[config.mk]
export PLATFORM = sky130hd
export DESIGN_NAME = cpu_program_sequencer
export DESIGN_NICKNAME = d
export VERILOG_FILES = /design/src/include/seq_pkg.sv /design/src/hdl/cpu_program_sequencer.sv /design/src/hdl/seq_alu.sv /design/src/hdl/seq_return_stack.sv
export VERILOG_INCLUDE_DIRS = /design/src /design/src/include
export SDC_FILE = /design/constraint.sdc
export NUM_CORES = 1
export LEC_CHECK = 0
export BUFFER_PORTS_ARGS = -buffer_cell sky130_fd_sc_hd__buf_2
export CORE_ASPECT_RATIO = 0.7
export CORE_MARGIN = 2
export CORE_UTILIZATION = 45
export DETAILED_ROUTE_END_ITERATION = 16
export SLEW_MARGIN = 30
export SYNTH_ARGS = -nofsm -noshare
export SYNTH_HDL_FRONTEND = slang
export SYNTH_SLANG_ARGS = --single-unit
[constraint.sdc]
create_clock -name mclk -period 11.8 [get_ports mclk]
set_input_delay 2.36 -clock mclk [delete_from_list [all_inputs] [get_ports mclk]]
set_output_delay 2.36 -clock mclk [all_outputs]
set_load 0.02 [all_outputs]
[src/include/seq_map.svh]
// offsets, field positions, reset values and counts of the program sequencer
`ifndef SEQ_MAP_SVH
`define SEQ_MAP_SVH
`define OFS_PCL       4'h0
`define OFS_CTRL      4'h4
`define OFS_STAT      4'h8
`define OFS_DATA      4'hC
`define CTRL_RUN      0
`define CTRL_IEN      1
`define CTRL_RESET    2'h1
`define RESET_VECTOR  10'h000
`define INT_VECTOR    10'h004
`define PHASE_COUNT   4
`define STACK_DEPTH   4
`define PM_ADDR_W     10
`define PM_DATA_W     14
`define PCL_INDEX     3'h7
`define F_CLASS       13:11
`define F_ALUOP       10:7
`define F_TOREG       6
`define F_REG         2:0
`define F_IMM         7:0
`define F_TARGET      9:0
`define F_INTERRUPT_RETURN        0
`define ST_PC         9:0
`define ST_DEPTH      12:10
`define ST_FULL       13
`define ST_FLAGS      19:16
`define DT_ACC        7:0
`define DT_TBLH       13:8
`endif

[src/include/seq_pkg.sv]
// types shared by the sequencer, its alu and its testbench
package seq_pkg;
    typedef enum logic [1:0] {
        PH_T1 = 2'b00,
        PH_T2 = 2'b01,
        PH_T3 = 2'b10,
        PH_T4 = 2'b11
    } phase_t;
    typedef enum logic [2:0] {
        CL_ALU  = 3'b000,
        CL_LDI  = 3'b001,
        CL_JMP  = 3'b010,
        CL_CALL = 3'b011,
        CL_RET  = 3'b100,
        CL_SKZ  = 3'b101,
        CL_TBL  = 3'b110,
        CL_NOP  = 3'b111
    } op_class_t;
    typedef enum logic [3:0] {
        AO_ADD  = 4'h0, AO_ADC  = 4'h1, AO_SUB  = 4'h2, AO_SBC  = 4'h3,
        AO_DAA  = 4'h4, AO_AND  = 4'h5, AO_OR   = 4'h6, AO_XOR  = 4'h7,
        AO_CPL  = 4'h8, AO_RR   = 4'h9, AO_RRC  = 4'hA, AO_RL   = 4'hB,
        AO_RLC  = 4'hC, AO_INC  = 4'hD, AO_DEC  = 4'hE, AO_PASS = 4'hF
    } alu_op_t;
    typedef struct packed {
        logic ov;
        logic z;
        logic ac;
        logic c;
    } flags_t;
    typedef struct packed {
        alu_op_t    op;
        logic [7:0] a;
        logic [7:0] b;
        flags_t     f;
    } alu_in_t;
endpackage : seq_pkg

[src/hdl/cpu_program_sequencer.sv]
// instruction sequencer core with avalon register slave
//
// What this block does
// - four phases make one instruction cycle
// - phase one start advances pc, starts fetch
// - phases one to four execute previous fetch
// - fetch overlaps execute, one instruction per cycle
// - jump and call take two cycles
// - pc steps by one unless branching
// - software reaches only pc low byte
// - jump, call, interrupt, reset load pc directly
// - taken skip discards prefetch, inserts dummy cycle
// - pc is two high bits plus low byte
// - low byte write jumps within current page
// - low byte jump inserts one dummy cycle
// - four-level hidden stack holds pc only
// - call or interrupt acknowledge pushes pc
// - return instructions pop pc from stack
// - reset points stack pointer at top
// - full stack withholds interrupt acknowledge until return
// - call on full stack proceeds and overflows
// - alu writes accumulator or named register, updates status flags
// - alu supports arithmetic, logic, rotate, step ops
// - program memory is 1K by 14 bits
// - reset loads pc with vector zero
// - alu datapath is eight bits wide
// - table read takes two instruction cycles
//
// Chosen here: the placing of the registers and register access over Avalon-MM.
`include "seq_map.svh"
module cpu_program_sequencer
    import seq_pkg::*;
(
    // clock and reset
    input  wire logic                    mclk,
    input  wire logic                    rst_b,
    // avalon-mm register slave
    input  wire logic [3:0]              avs_address,
    input  wire logic                    avs_read,
    input  wire logic                    avs_write,
    input  wire logic [31:0]             avs_writedata,
    output logic      [31:0]             avs_readdata,
    output logic                         avs_waitrequest,
    // program memory
    output logic      [`PM_ADDR_W-1:0]   pm_addr,
    input  wire logic [`PM_DATA_W-1:0]   pm_data,
    // interrupt request logic
    input  wire logic                    irq_req,
    output logic                         irq_ack,
    // phase indication, one-hot instruction_cycle_phases
    output logic      [3:0]              instruction_cycle_phases
);
    phase_t                  phase_q;
    logic [3:0]              phase_oh_q;
    logic [1:0]              ctrl_q;
    logic [`PM_ADDR_W-1:0]   pc_q;
    logic [`PM_ADDR_W-1:0]   pc_d;
    logic [`PM_ADDR_W-1:0]   pm_addr_q;
    logic [`PM_ADDR_W-1:0]   pm_addr_d;
    logic [`PM_DATA_W-1:0]   ir_q;
    logic                    ir_valid_q;
    logic                    tbl_q;
    logic [2:0]              tbl_dst_q;
    logic [7:0]              acc_q;
    flags_t                  flags_q;
    logic [5:0]              tblh_q;
    logic [7:0]              gpr_q [7];
    logic                    irq_ack_q;
    logic                    wait_q;
    logic [31:0]             rdata_q;
    logic [31:0]             rdata_d;
    logic                    bus_pcl_pend_q;
    logic [7:0]              bus_pcl_q;

    logic                    cyc_end;
    logic                    exec;
    op_class_t               cls;
    logic [2:0]              ridx;
    logic [7:0]              reg_rd;
    alu_in_t                 alu_in;
    logic [7:0]              alu_res;
    flags_t                  alu_flags;
    logic                    pcl_wr_cpu;
    logic                    skip;
    logic                    branch;
    logic                    irq_take;
    logic                    bus_pcl_take;
    logic                    inval;
    logic                    push;
    logic                    pop;
    logic [`PM_ADDR_W-1:0]   pop_pc;
    logic [2:0]              depth;
    logic                    full;
    logic                    bus_wr;

    // phase sequencer: run bit stops the clock split, not the bus slave
    always_ff @(posedge mclk or negedge rst_b) begin
        if (!rst_b) begin
            phase_q <= PH_T1;
        end else if (ctrl_q[`CTRL_RUN]) begin
            unique case (phase_q)
                PH_T1: phase_q <= PH_T2;
                PH_T2: phase_q <= PH_T3;
                PH_T3: phase_q <= PH_T4;
                PH_T4: phase_q <= PH_T1;
            endcase
        end
    end

    always_ff @(posedge mclk or negedge rst_b) begin
        if (!rst_b)
            phase_oh_q <= 4'h1;
        else if (ctrl_q[`CTRL_RUN])
            phase_oh_q <= {phase_oh_q[2:0], phase_oh_q[3]};
    end

    // every architectural update lands on the edge closing t4
    assign cyc_end = ctrl_q[`CTRL_RUN] && (phase_q == PH_T4);

    // decode of the word fetched in the previous cycle
    assign exec = ir_valid_q && !tbl_q;
    assign cls  = op_class_t'(ir_q[`F_CLASS]);
    assign ridx = ir_q[`F_REG];

    always_comb begin
        if (ridx == `PCL_INDEX)
            reg_rd = pc_q[7:0];
        else
            reg_rd = gpr_q[ridx];
    end

    assign alu_in.op = alu_op_t'(ir_q[`F_ALUOP]);
    assign alu_in.a  = acc_q;
    assign alu_in.b  = reg_rd;
    assign alu_in.f  = flags_q;

    seq_alu u_alu (
        .in     (alu_in),
        .result (alu_res),
        .flags  (alu_flags)
    );

    assign pcl_wr_cpu = exec && (cls == CL_ALU) && ir_q[`F_TOREG] && (ridx == `PCL_INDEX);
    assign skip       = exec && (cls == CL_SKZ) && (reg_rd == 8'h00);
    assign branch     = exec && ((cls inside {CL_JMP, CL_CALL, CL_RET, CL_TBL}) || skip || pcl_wr_cpu);
    // a full stack holds the request off; the next return frees a level
    assign irq_take   = cyc_end && ctrl_q[`CTRL_IEN] && irq_req && !full && !branch && !tbl_q;
    assign bus_pcl_take = cyc_end && bus_pcl_pend_q && !branch && !tbl_q && !irq_take;
    assign bus_wr     = avs_write && !wait_q;

    // next fetch address
    always_comb begin
        pc_d  = pc_q + `PM_ADDR_W'(1);
        inval = 1'b0;
        push  = 1'b0;
        pop   = 1'b0;
        if (tbl_q) begin
            pc_d = pc_q;
        end else if (exec && (cls == CL_JMP)) begin
            pc_d  = ir_q[`F_TARGET];
            inval = 1'b1;
        end else if (exec && (cls == CL_CALL)) begin
            pc_d  = ir_q[`F_TARGET];
            inval = 1'b1;
            push  = 1'b1;
        end else if (exec && (cls == CL_RET)) begin
            pc_d  = pop_pc;
            inval = 1'b1;
            pop   = 1'b1;
        end else if (skip) begin
            inval = 1'b1;
        end else if (pcl_wr_cpu) begin
            pc_d  = {pc_q[9:8], alu_res};
            inval = 1'b1;
        end else if (irq_take) begin
            pc_d  = `INT_VECTOR;
            inval = 1'b1;
            push  = 1'b1;
        end else if (bus_pcl_take) begin
            pc_d  = {pc_q[9:8], bus_pcl_q};
            inval = 1'b1;
        end
        pm_addr_d = pc_d;
        if (exec && (cls == CL_TBL))
            pm_addr_d = {pc_q[9:8], acc_q};
        else if (tbl_q)
            pm_addr_d = pc_q;
    end

    seq_return_stack #(
        .DEPTH (`STACK_DEPTH),
        .W     (`PM_ADDR_W)
    ) u_stack (
        .mclk      (mclk),
        .rst_b     (rst_b),
        .push      (push && cyc_end),
        .pop       (pop && cyc_end),
        .push_data (pc_q),
        .pop_data  (pop_pc),
        .depth     (depth),
        .full      (full)
    );

    // program counter and fetch address
    always_ff @(posedge mclk or negedge rst_b) begin
        if (!rst_b) begin
            pc_q      <= `RESET_VECTOR;
            pm_addr_q <= `RESET_VECTOR;
        end else if (cyc_end) begin
            pc_q      <= pc_d;
            pm_addr_q <= pm_addr_d;
        end
    end

    // instruction register: the fetch of one cycle is executed in the next
    always_ff @(posedge mclk or negedge rst_b) begin
        if (!rst_b) begin
            ir_q       <= '0;
            ir_valid_q <= 1'b0;
        end else if (cyc_end && !tbl_q) begin
            ir_q       <= pm_data;
            ir_valid_q <= !inval;
        end
    end

    // table read: the second cycle reads the table word, the prefetch waits
    always_ff @(posedge mclk or negedge rst_b) begin
        if (!rst_b) begin
            tbl_q     <= 1'b0;
            tbl_dst_q <= 3'h0;
        end else if (cyc_end) begin
            tbl_q     <= exec && (cls == CL_TBL);
            tbl_dst_q <= ridx;
        end
    end

    always_ff @(posedge mclk or negedge rst_b) begin
        if (!rst_b)
            tblh_q <= 6'h00;
        else if (cyc_end && tbl_q)
            tblh_q <= pm_data[13:8];
    end

    // accumulator and status
    always_ff @(posedge mclk or negedge rst_b) begin
        if (!rst_b) begin
            acc_q   <= 8'h00;
            flags_q <= '0;
        end else if (cyc_end && exec) begin
            if (cls == CL_ALU) begin
                flags_q <= alu_flags;
                if (!ir_q[`F_TOREG])
                    acc_q <= alu_res;
            end else if (cls == CL_LDI) begin
                acc_q <= ir_q[`F_IMM];
            end
        end
    end

    // working registers; index seven is the pc low byte and never stored here
    always_ff @(posedge mclk or negedge rst_b) begin
        if (!rst_b) begin
            for (int i = 0; i < 7; i++)
                gpr_q[i] <= 8'h00;
        end else if (cyc_end) begin
            if (tbl_q && (tbl_dst_q != `PCL_INDEX))
                gpr_q[tbl_dst_q] <= pm_data[7:0];
            else if (exec && (cls == CL_ALU) && ir_q[`F_TOREG] && (ridx != `PCL_INDEX))
                gpr_q[ridx] <= alu_res;
        end
    end

    // control: acknowledge masks further interrupts, interrupt return re-enables
    always_ff @(posedge mclk or negedge rst_b) begin
        if (!rst_b) begin
            ctrl_q <= `CTRL_RESET;
        end else begin
            if (bus_wr && (avs_address == `OFS_CTRL))
                ctrl_q <= avs_writedata[1:0];
            if (irq_take)
                ctrl_q[`CTRL_IEN] <= 1'b0;
            else if (cyc_end && exec && (cls == CL_RET) && ir_q[`F_INTERRUPT_RETURN])
                ctrl_q[`CTRL_IEN] <= 1'b1;
        end
    end

    always_ff @(posedge mclk or negedge rst_b) begin
        if (!rst_b)
            irq_ack_q <= 1'b0;
        else
            irq_ack_q <= irq_take;
    end

    // bus writes to the pc low byte wait for a cycle boundary with no branch, table read or interrupt
    always_ff @(posedge mclk or negedge rst_b) begin
        if (!rst_b) begin
            bus_pcl_pend_q <= 1'b0;
            bus_pcl_q      <= 8'h00;
        end else if (bus_wr && (avs_address == `OFS_PCL)) begin
            bus_pcl_pend_q <= 1'b1;
            bus_pcl_q      <= avs_writedata[7:0];
        end else if (bus_pcl_take) begin
            bus_pcl_pend_q <= 1'b0;
        end
    end

    // avalon slave: one wait cycle, then the request is taken
    always_ff @(posedge mclk or negedge rst_b) begin
        if (!rst_b)
            wait_q <= 1'b1;
        else if (!wait_q)
            wait_q <= 1'b1;
        else if (avs_read || avs_write)
            wait_q <= 1'b0;
    end

    always_comb begin
        rdata_d = 32'h0000_0000;
        unique case (avs_address)
            `OFS_PCL:  rdata_d[7:0] = pc_q[7:0];
            `OFS_CTRL: rdata_d[1:0] = ctrl_q;
            `OFS_STAT: begin
                rdata_d[`ST_PC]    = pc_q;
                rdata_d[`ST_DEPTH] = depth;
                rdata_d[`ST_FULL]  = full;
                rdata_d[`ST_FLAGS] = flags_q;
            end
            `OFS_DATA: begin
                rdata_d[`DT_ACC]  = acc_q;
                rdata_d[`DT_TBLH] = tblh_q;
            end
            default:   rdata_d = 32'h0000_0000;
        endcase
    end

    always_ff @(posedge mclk or negedge rst_b) begin
        if (!rst_b)
            rdata_q <= 32'h0000_0000;
        else if (wait_q && avs_read)
            rdata_q <= rdata_d;
    end

    assign avs_readdata             = rdata_q;
    assign avs_waitrequest          = wait_q;
    assign pm_addr                  = pm_addr_q;
    assign irq_ack                  = irq_ack_q;
    assign instruction_cycle_phases = phase_oh_q;
endmodule : cpu_program_sequencer

[src/hdl/seq_alu.sv]
// eight-bit alu: arithmetic, logic, rotate, step and decimal adjust
module seq_alu
    import seq_pkg::*;
(
    // operands
    input  wire alu_in_t    in,
    // result
    output logic [7:0]      result,
    output flags_t          flags
);
    // returns {half carry, carry, sum}; subtract reuses it with b inverted
    function automatic logic [9:0] add8(input logic [7:0] a, input logic [7:0] b, input logic cin);
        logic [8:0] s;
        logic [4:0] h;
        s = {1'b0, a} + {1'b0, b} + {8'h00, cin};
        h = {1'b0, a[3:0]} + {1'b0, b[3:0]} + {4'h0, cin};
        return {h[4], s};
    endfunction : add8

    logic [9:0] sum;
    logic       lo_adj;
    logic       hi_adj;

    always_comb begin
        sum    = 10'h000;
        lo_adj = 1'b0;
        hi_adj = 1'b0;
        result = in.a;
        flags  = in.f;
        unique case (in.op)
            AO_ADD, AO_ADC, AO_SUB, AO_SBC: begin
                if (in.op == AO_ADD)
                    sum = add8(in.a, in.b, 1'b0);
                else if (in.op == AO_ADC)
                    sum = add8(in.a, in.b, in.f.c);
                else if (in.op == AO_SUB)
                    sum = add8(in.a, ~in.b, 1'b1);
                else
                    sum = add8(in.a, ~in.b, in.f.c);
                result   = sum[7:0];
                flags.c  = sum[8]; // carry set means no borrow on subtract
                flags.ac = sum[9];
                flags.ov = (in.a[7] == sum[7]) ? 1'b0 : (in.op inside {AO_ADD, AO_ADC}) ?
                           (in.a[7] == in.b[7]) : (in.a[7] != in.b[7]);
            end
            AO_DAA: begin
                lo_adj  = in.f.ac || (in.a[3:0] > 4'h9);
                hi_adj  = in.f.c || (in.a > 8'h99);
                result  = in.a + (lo_adj ? 8'h06 : 8'h00) + (hi_adj ? 8'h60 : 8'h00);
                flags.c = in.f.c | hi_adj;
            end
            AO_AND:  result = in.a & in.b;
            AO_OR:   result = in.a | in.b;
            AO_XOR:  result = in.a ^ in.b;
            AO_CPL:  result = ~in.b;
            AO_RR:   result = {in.b[0], in.b[7:1]};
            AO_RRC: begin
                result  = {in.f.c, in.b[7:1]};
                flags.c = in.b[0];
            end
            AO_RL:   result = {in.b[6:0], in.b[7]};
            AO_RLC: begin
                result  = {in.b[6:0], in.f.c};
                flags.c = in.b[7];
            end
            AO_INC:  result = in.b + 8'h01;
            AO_DEC:  result = in.b - 8'h01;
            AO_PASS: result = in.a;
        endcase
        if (!(in.op inside {AO_RR, AO_RRC, AO_RL, AO_RLC, AO_PASS}))
            flags.z = (result == 8'h00);
    end
endmodule : seq_alu

[src/hdl/seq_return_stack.sv]
// hidden return stack of program counter values, no software access
`include "seq_map.svh"
module seq_return_stack #(
    parameter int DEPTH = `STACK_DEPTH,
    parameter int W     = `PM_ADDR_W
) (
    // clock and reset
    input  wire logic                         mclk,
    input  wire logic                         rst_b,
    // push and pop
    input  wire logic                         push,
    input  wire logic                         pop,
    input  wire logic [W-1:0]                 push_data,
    output logic      [W-1:0]                 pop_data,
    // occupancy
    output logic      [$clog2(DEPTH+1)-1:0]   depth,
    output logic                              full
);
    localparam int PW = $clog2(DEPTH);
    localparam int CW = $clog2(DEPTH + 1);

    logic [W-1:0]  mem [DEPTH];
    logic [PW-1:0] ptr_q;
    logic [CW-1:0] cnt_q;
    logic [PW-1:0] below;

    assign below    = (ptr_q == '0) ? PW'(DEPTH - 1) : ptr_q - PW'(1);
    assign pop_data = mem[below];
    assign depth    = cnt_q;
    assign full     = (cnt_q == CW'(DEPTH));

    // a push on a full stack still writes and wraps over the oldest entry
    always_ff @(posedge mclk) begin
        if (push)
            mem[ptr_q] <= push_data;
    end

    always_ff @(posedge mclk or negedge rst_b) begin
        if (!rst_b) begin
            ptr_q <= '0;
            cnt_q <= '0;
        end else if (push) begin
            ptr_q <= (ptr_q == PW'(DEPTH - 1)) ? '0 : ptr_q + PW'(1);
            if (!full)
                cnt_q <= cnt_q + CW'(1);
        end else if (pop) begin
            ptr_q <= below;
            if (cnt_q != '0)
                cnt_q <= cnt_q - CW'(1);
        end
    end
endmodule : seq_return_stack

==> flow_metrics.tcl <==
set metrics [dict create \
    core_sq_um 27800 \
    synth_seq_area_share 0.398 \
    antenna_cells 0 \
    postCtsSetupBuffers 0 \
    reg2reg_setup_slack_ns 6.28 \
    final_cells 1777 \
    finalMaxSlewViolations 0 \
    port_buffers 64 \
    hold_buffers 0 \
    tns_ns 0 \
    critPathCaptureType "flop" \
    compound_gate_portion_of_the_synthesized_area 0.212 \
    vias 10900 \
    initial_utilization 0.459 \
    postSynthAreaPerCell_sq_um 9.26 \
    comb_power_share 0.576 \
    unrepaired_setup_endpoints_after_global_routing "no" \
    ys_types 103 \
    rows 51 \
    worstSetupStartpointType "flop" \
    ys.warnings.count 0 \
    first_pass_grt_wire_length_mm 63.8 \
    finalHoldViolCount 0 \
    cp_data_required_time_ns 12.14 \
    antenna_nets_post_route 0 \
    die-area_sq_um 29700 \
    relSlewSlack 0.375 \
    ys_dominant_reg_cell "dfrtp_1" \
    leakagePower_nw 5.85 \
    multiplexer_share_of_the_synthesized_area 0.0811 \
    avgViaCountPerCell 6.16 \
    area_delta_synth_final_pct 8.57 \
    synth-xor-area-share 0.0281 \
    chipHeight_um 145 \
    tightest_slew_ns 0.935 \
    run_status "finished clean" \
    max_cap_violations 0 \
    power_per_cell_area_nw_per_um2 275 \
    global_route.overflow_total 0 \
    seq_power_share 0.268 \
    placed_cells_incl_taps 1745 \
    clk-insertion-delay-late_ns 0.46 \
    gp_congestion 0.921 \
    worstPathArrival_ns 5.86 \
    yosys.area_share.adder 0.0529 \
    postLayoutCoreUtil 0.498 \
    final.setup_skew_ns 0.0171 \
    criticalPathCategory "reg2reg" \
    synth-edff-count 40 \
    finalCriticalPeriod_ns 5.52 \
    ys_ff_latch 195 \
    finalSetupViolCount 0 \
    worst_path_clk_slew_ns 0.08 \
    globalRouteTotalUtil 0.287 \
    final_common_cell "nand2_1" \
    cts_resized 0 \
    fin_crit_sh 0.468 \
    antenna_found_initial 0 \
    preCtsSetupSlack_ns 6.18 \
    crit_fanout 35 \
    placed_cell_area_sq_um 13300 \
    dp_hpwl_mm 29.6 \
    finalInstanceArea_sq_um 13900 \
    timing.final.ws_setup_ns 6.28 \
    ys_async_sr_fraction 0.795 \
    drive_above_1_share 0.154 \
    timing.fmax_mhz 181 \
    mappedNetlistArea_sq_um 12800 \
    switching_share 0.510 \
    io_pins 103 \
    clockRootBuffer "clkbuf_16" \
    cts.path.max_buffers 2 \
    internal_mw 1.87 \
    drt_first_pass_iters 5 \
    dieWidth_um 205 \
    clkPwrFrac 0.156 \
    vdd.ir_drop.worst_mv 0.142 \
    post_detailed_routing_wire_length_mm 41.0 \
    layout_common_cells "206 x nand2_1, 151 x dfrtp_1, 124 x o21ai_0" \
    cts_tree "yes" \
    finalNetCount 1499 \
    syn-instance-count 1378 \
    grt_pass1_vias 10400 \
    power.net_switching_mw 1.94 \
    drt-wirelength-per-cell_um 23.1 \
    grt_max_degree 86 \
    htree_levels 4 \
    yosys.area_share.simple 0.174 \
    hp-class "reg2reg" \
    clock-sinks 195 \
    combinational_family_with_the_most_area_after_synthesis "compound AO/OA/AOI/OAI gates" \
    drcViolationCount 0 \
    drt-initial-drc-count 1224 \
    total_cts_buffers 17 \
]
-- final timing paths --
path,cells past startpoint,from,to
min in group asynchronous,1,rst_b,avs_readdata[10]
worst min register to register,2,gpr_q[35],gpr_q[35]
worst max register to register,18,ir_q[0],pm_addr[6]
max in group asynchronous,2,rst_b,gpr_q[9]
worst min-delay path,2,gpr_q[35],gpr_q[35]
worst max-delay path,18,ir_q[0],pm_addr[6]
-- cells in the mapped netlist (6+ instances only) --
master    count  share of area
a21o_1        8         0.0047
a22oi_1      65          0.038
a211oi_1     10         0.0059
o21ai_0     124          0.049
nor3_1       27          0.011
o221ai_1      8         0.0055
inv_1        39          0.011
mux2_2       29          0.026
buf_4        17          0.010
o22ai_1      13         0.0064
dfrtp_1     152           0.30
nor2b_1       7         0.0034
and2_1        6         0.0029
buf_2         7         0.0027
mux4_2       15          0.026
nor2_1       89          0.026
clkbuf_1     68          0.020
or2_2        11         0.0054
and3_1       19         0.0093
nand2b_1     21          0.010
a221oi_1     12         0.0082
nand2_1     207          0.061
o31ai_1       9         0.0053
xnor2_1      24          0.016
xor2_1       17          0.012
nand3_1      34          0.013
o21ai_1       7         0.0027
a31oi_1      15         0.0074
nand3b_1      6         0.0035
a21oi_1      67          0.026
mux2i_1      28          0.022
ha_1         46          0.045
nand4_1       9         0.0044
edfxtp_1     40          0.094
-- metrics by stage --
stage / power, mW / hold slack [ns]
finish: 3.81 / 0.478
global route: 4.03 / 0.498
CTS: 3.75 / 0.482
detailed placement: 3.15 / 0.465
global placement: 3.13 / 0.456
floorplan: 2.49 / 0.441
-- cell type report --
type,instances,area [sq um]
Timing Repair Buffer,86,495
Tap cell,371,464
Clock inverter,15,163
Clock buffer,17,425
Multi-Input combinational cell,1052,7060
Fill cell,2646,14000
Sequential cell,195,5080
Inverter,41,159
-- layer usage --
metal  up-vias  GRT usage  share of wire
met1      5347      0.437           0.47
met4         0     0.0761          0.015
met5         -          0              0
met3        47     0.0804           0.11
li1       5027          -              -
met2       527      0.394           0.40
-- power by group through the flow --
| stage | Sequential (mW) | Clock [mW] | Combinational, mW |
|---|---|---|---|
| CTS | 1.01 | 0.604 | 2.14 |
| global placement | 1.02 | 0 | 2.11 |
| floorplan | 0.918 | 0 | 1.57 |
| detailed placement | 1.02 | 0 | 2.13 |
| global route | 1.03 | 0.628 | 2.37 |
| finish | 1.02 | 0.595 | 2.19 |
-- critical path, stage by stage, from the launching register on --
cell and delay, ns:
dfrtp_1 0.42, buf_4 0.45, or2b_1 0.35, o22ai_1 0.19, mux2i_1 0.38, o2bb2ai_4 0.29, inv_1 0.29, fa_1 0.57
inv_1 0.05, ha_1 0.20, nand2_1 0.10, nor2_1 0.05, mux2i_1 0.32, nor3_1 0.14, xor2_1 0.18, o211a_1 0.50
a221oi_2 0.42, o31ai_1 0.13, a221o_1 0.33
-- registers in the layout, summed over array words and instances, names as in the netlist --
register / count
u_stack.mem: 40
tbl_q: 1
avs_waitrequest: 1
tblh_q: 6
u_stack.ptr_q: 2
pm_addr: 10
bus_pcl_q: 8
ir_valid_q: 1
ir_q: 14
alu_in: 4
acc_q: 8
avs_readdata: 18
instruction_cycle_phases: 4
ctrl_q: 2
bus_pcl_pend_q: 1
u_stack.depth: 3
tbl_dst_q: 3
irq_ack: 1
gpr_q: 56
pc_q: 10
phase_q: 2
-- kinds of logic (layout without fill, tap and decap cells) --
logic type	count (synthesis)	count (layout)
buffers and inverters	144	159
flip-flops	195	195
other	1	14
XOR/XNOR	41	41
AND/OR/NAND/NOR	471	471
adder cells (fa/ha/maj)	51	51
multiplexers	77	77
AO/OA/AOI/OAI	398	398
(Power assumes the default switching activity.)
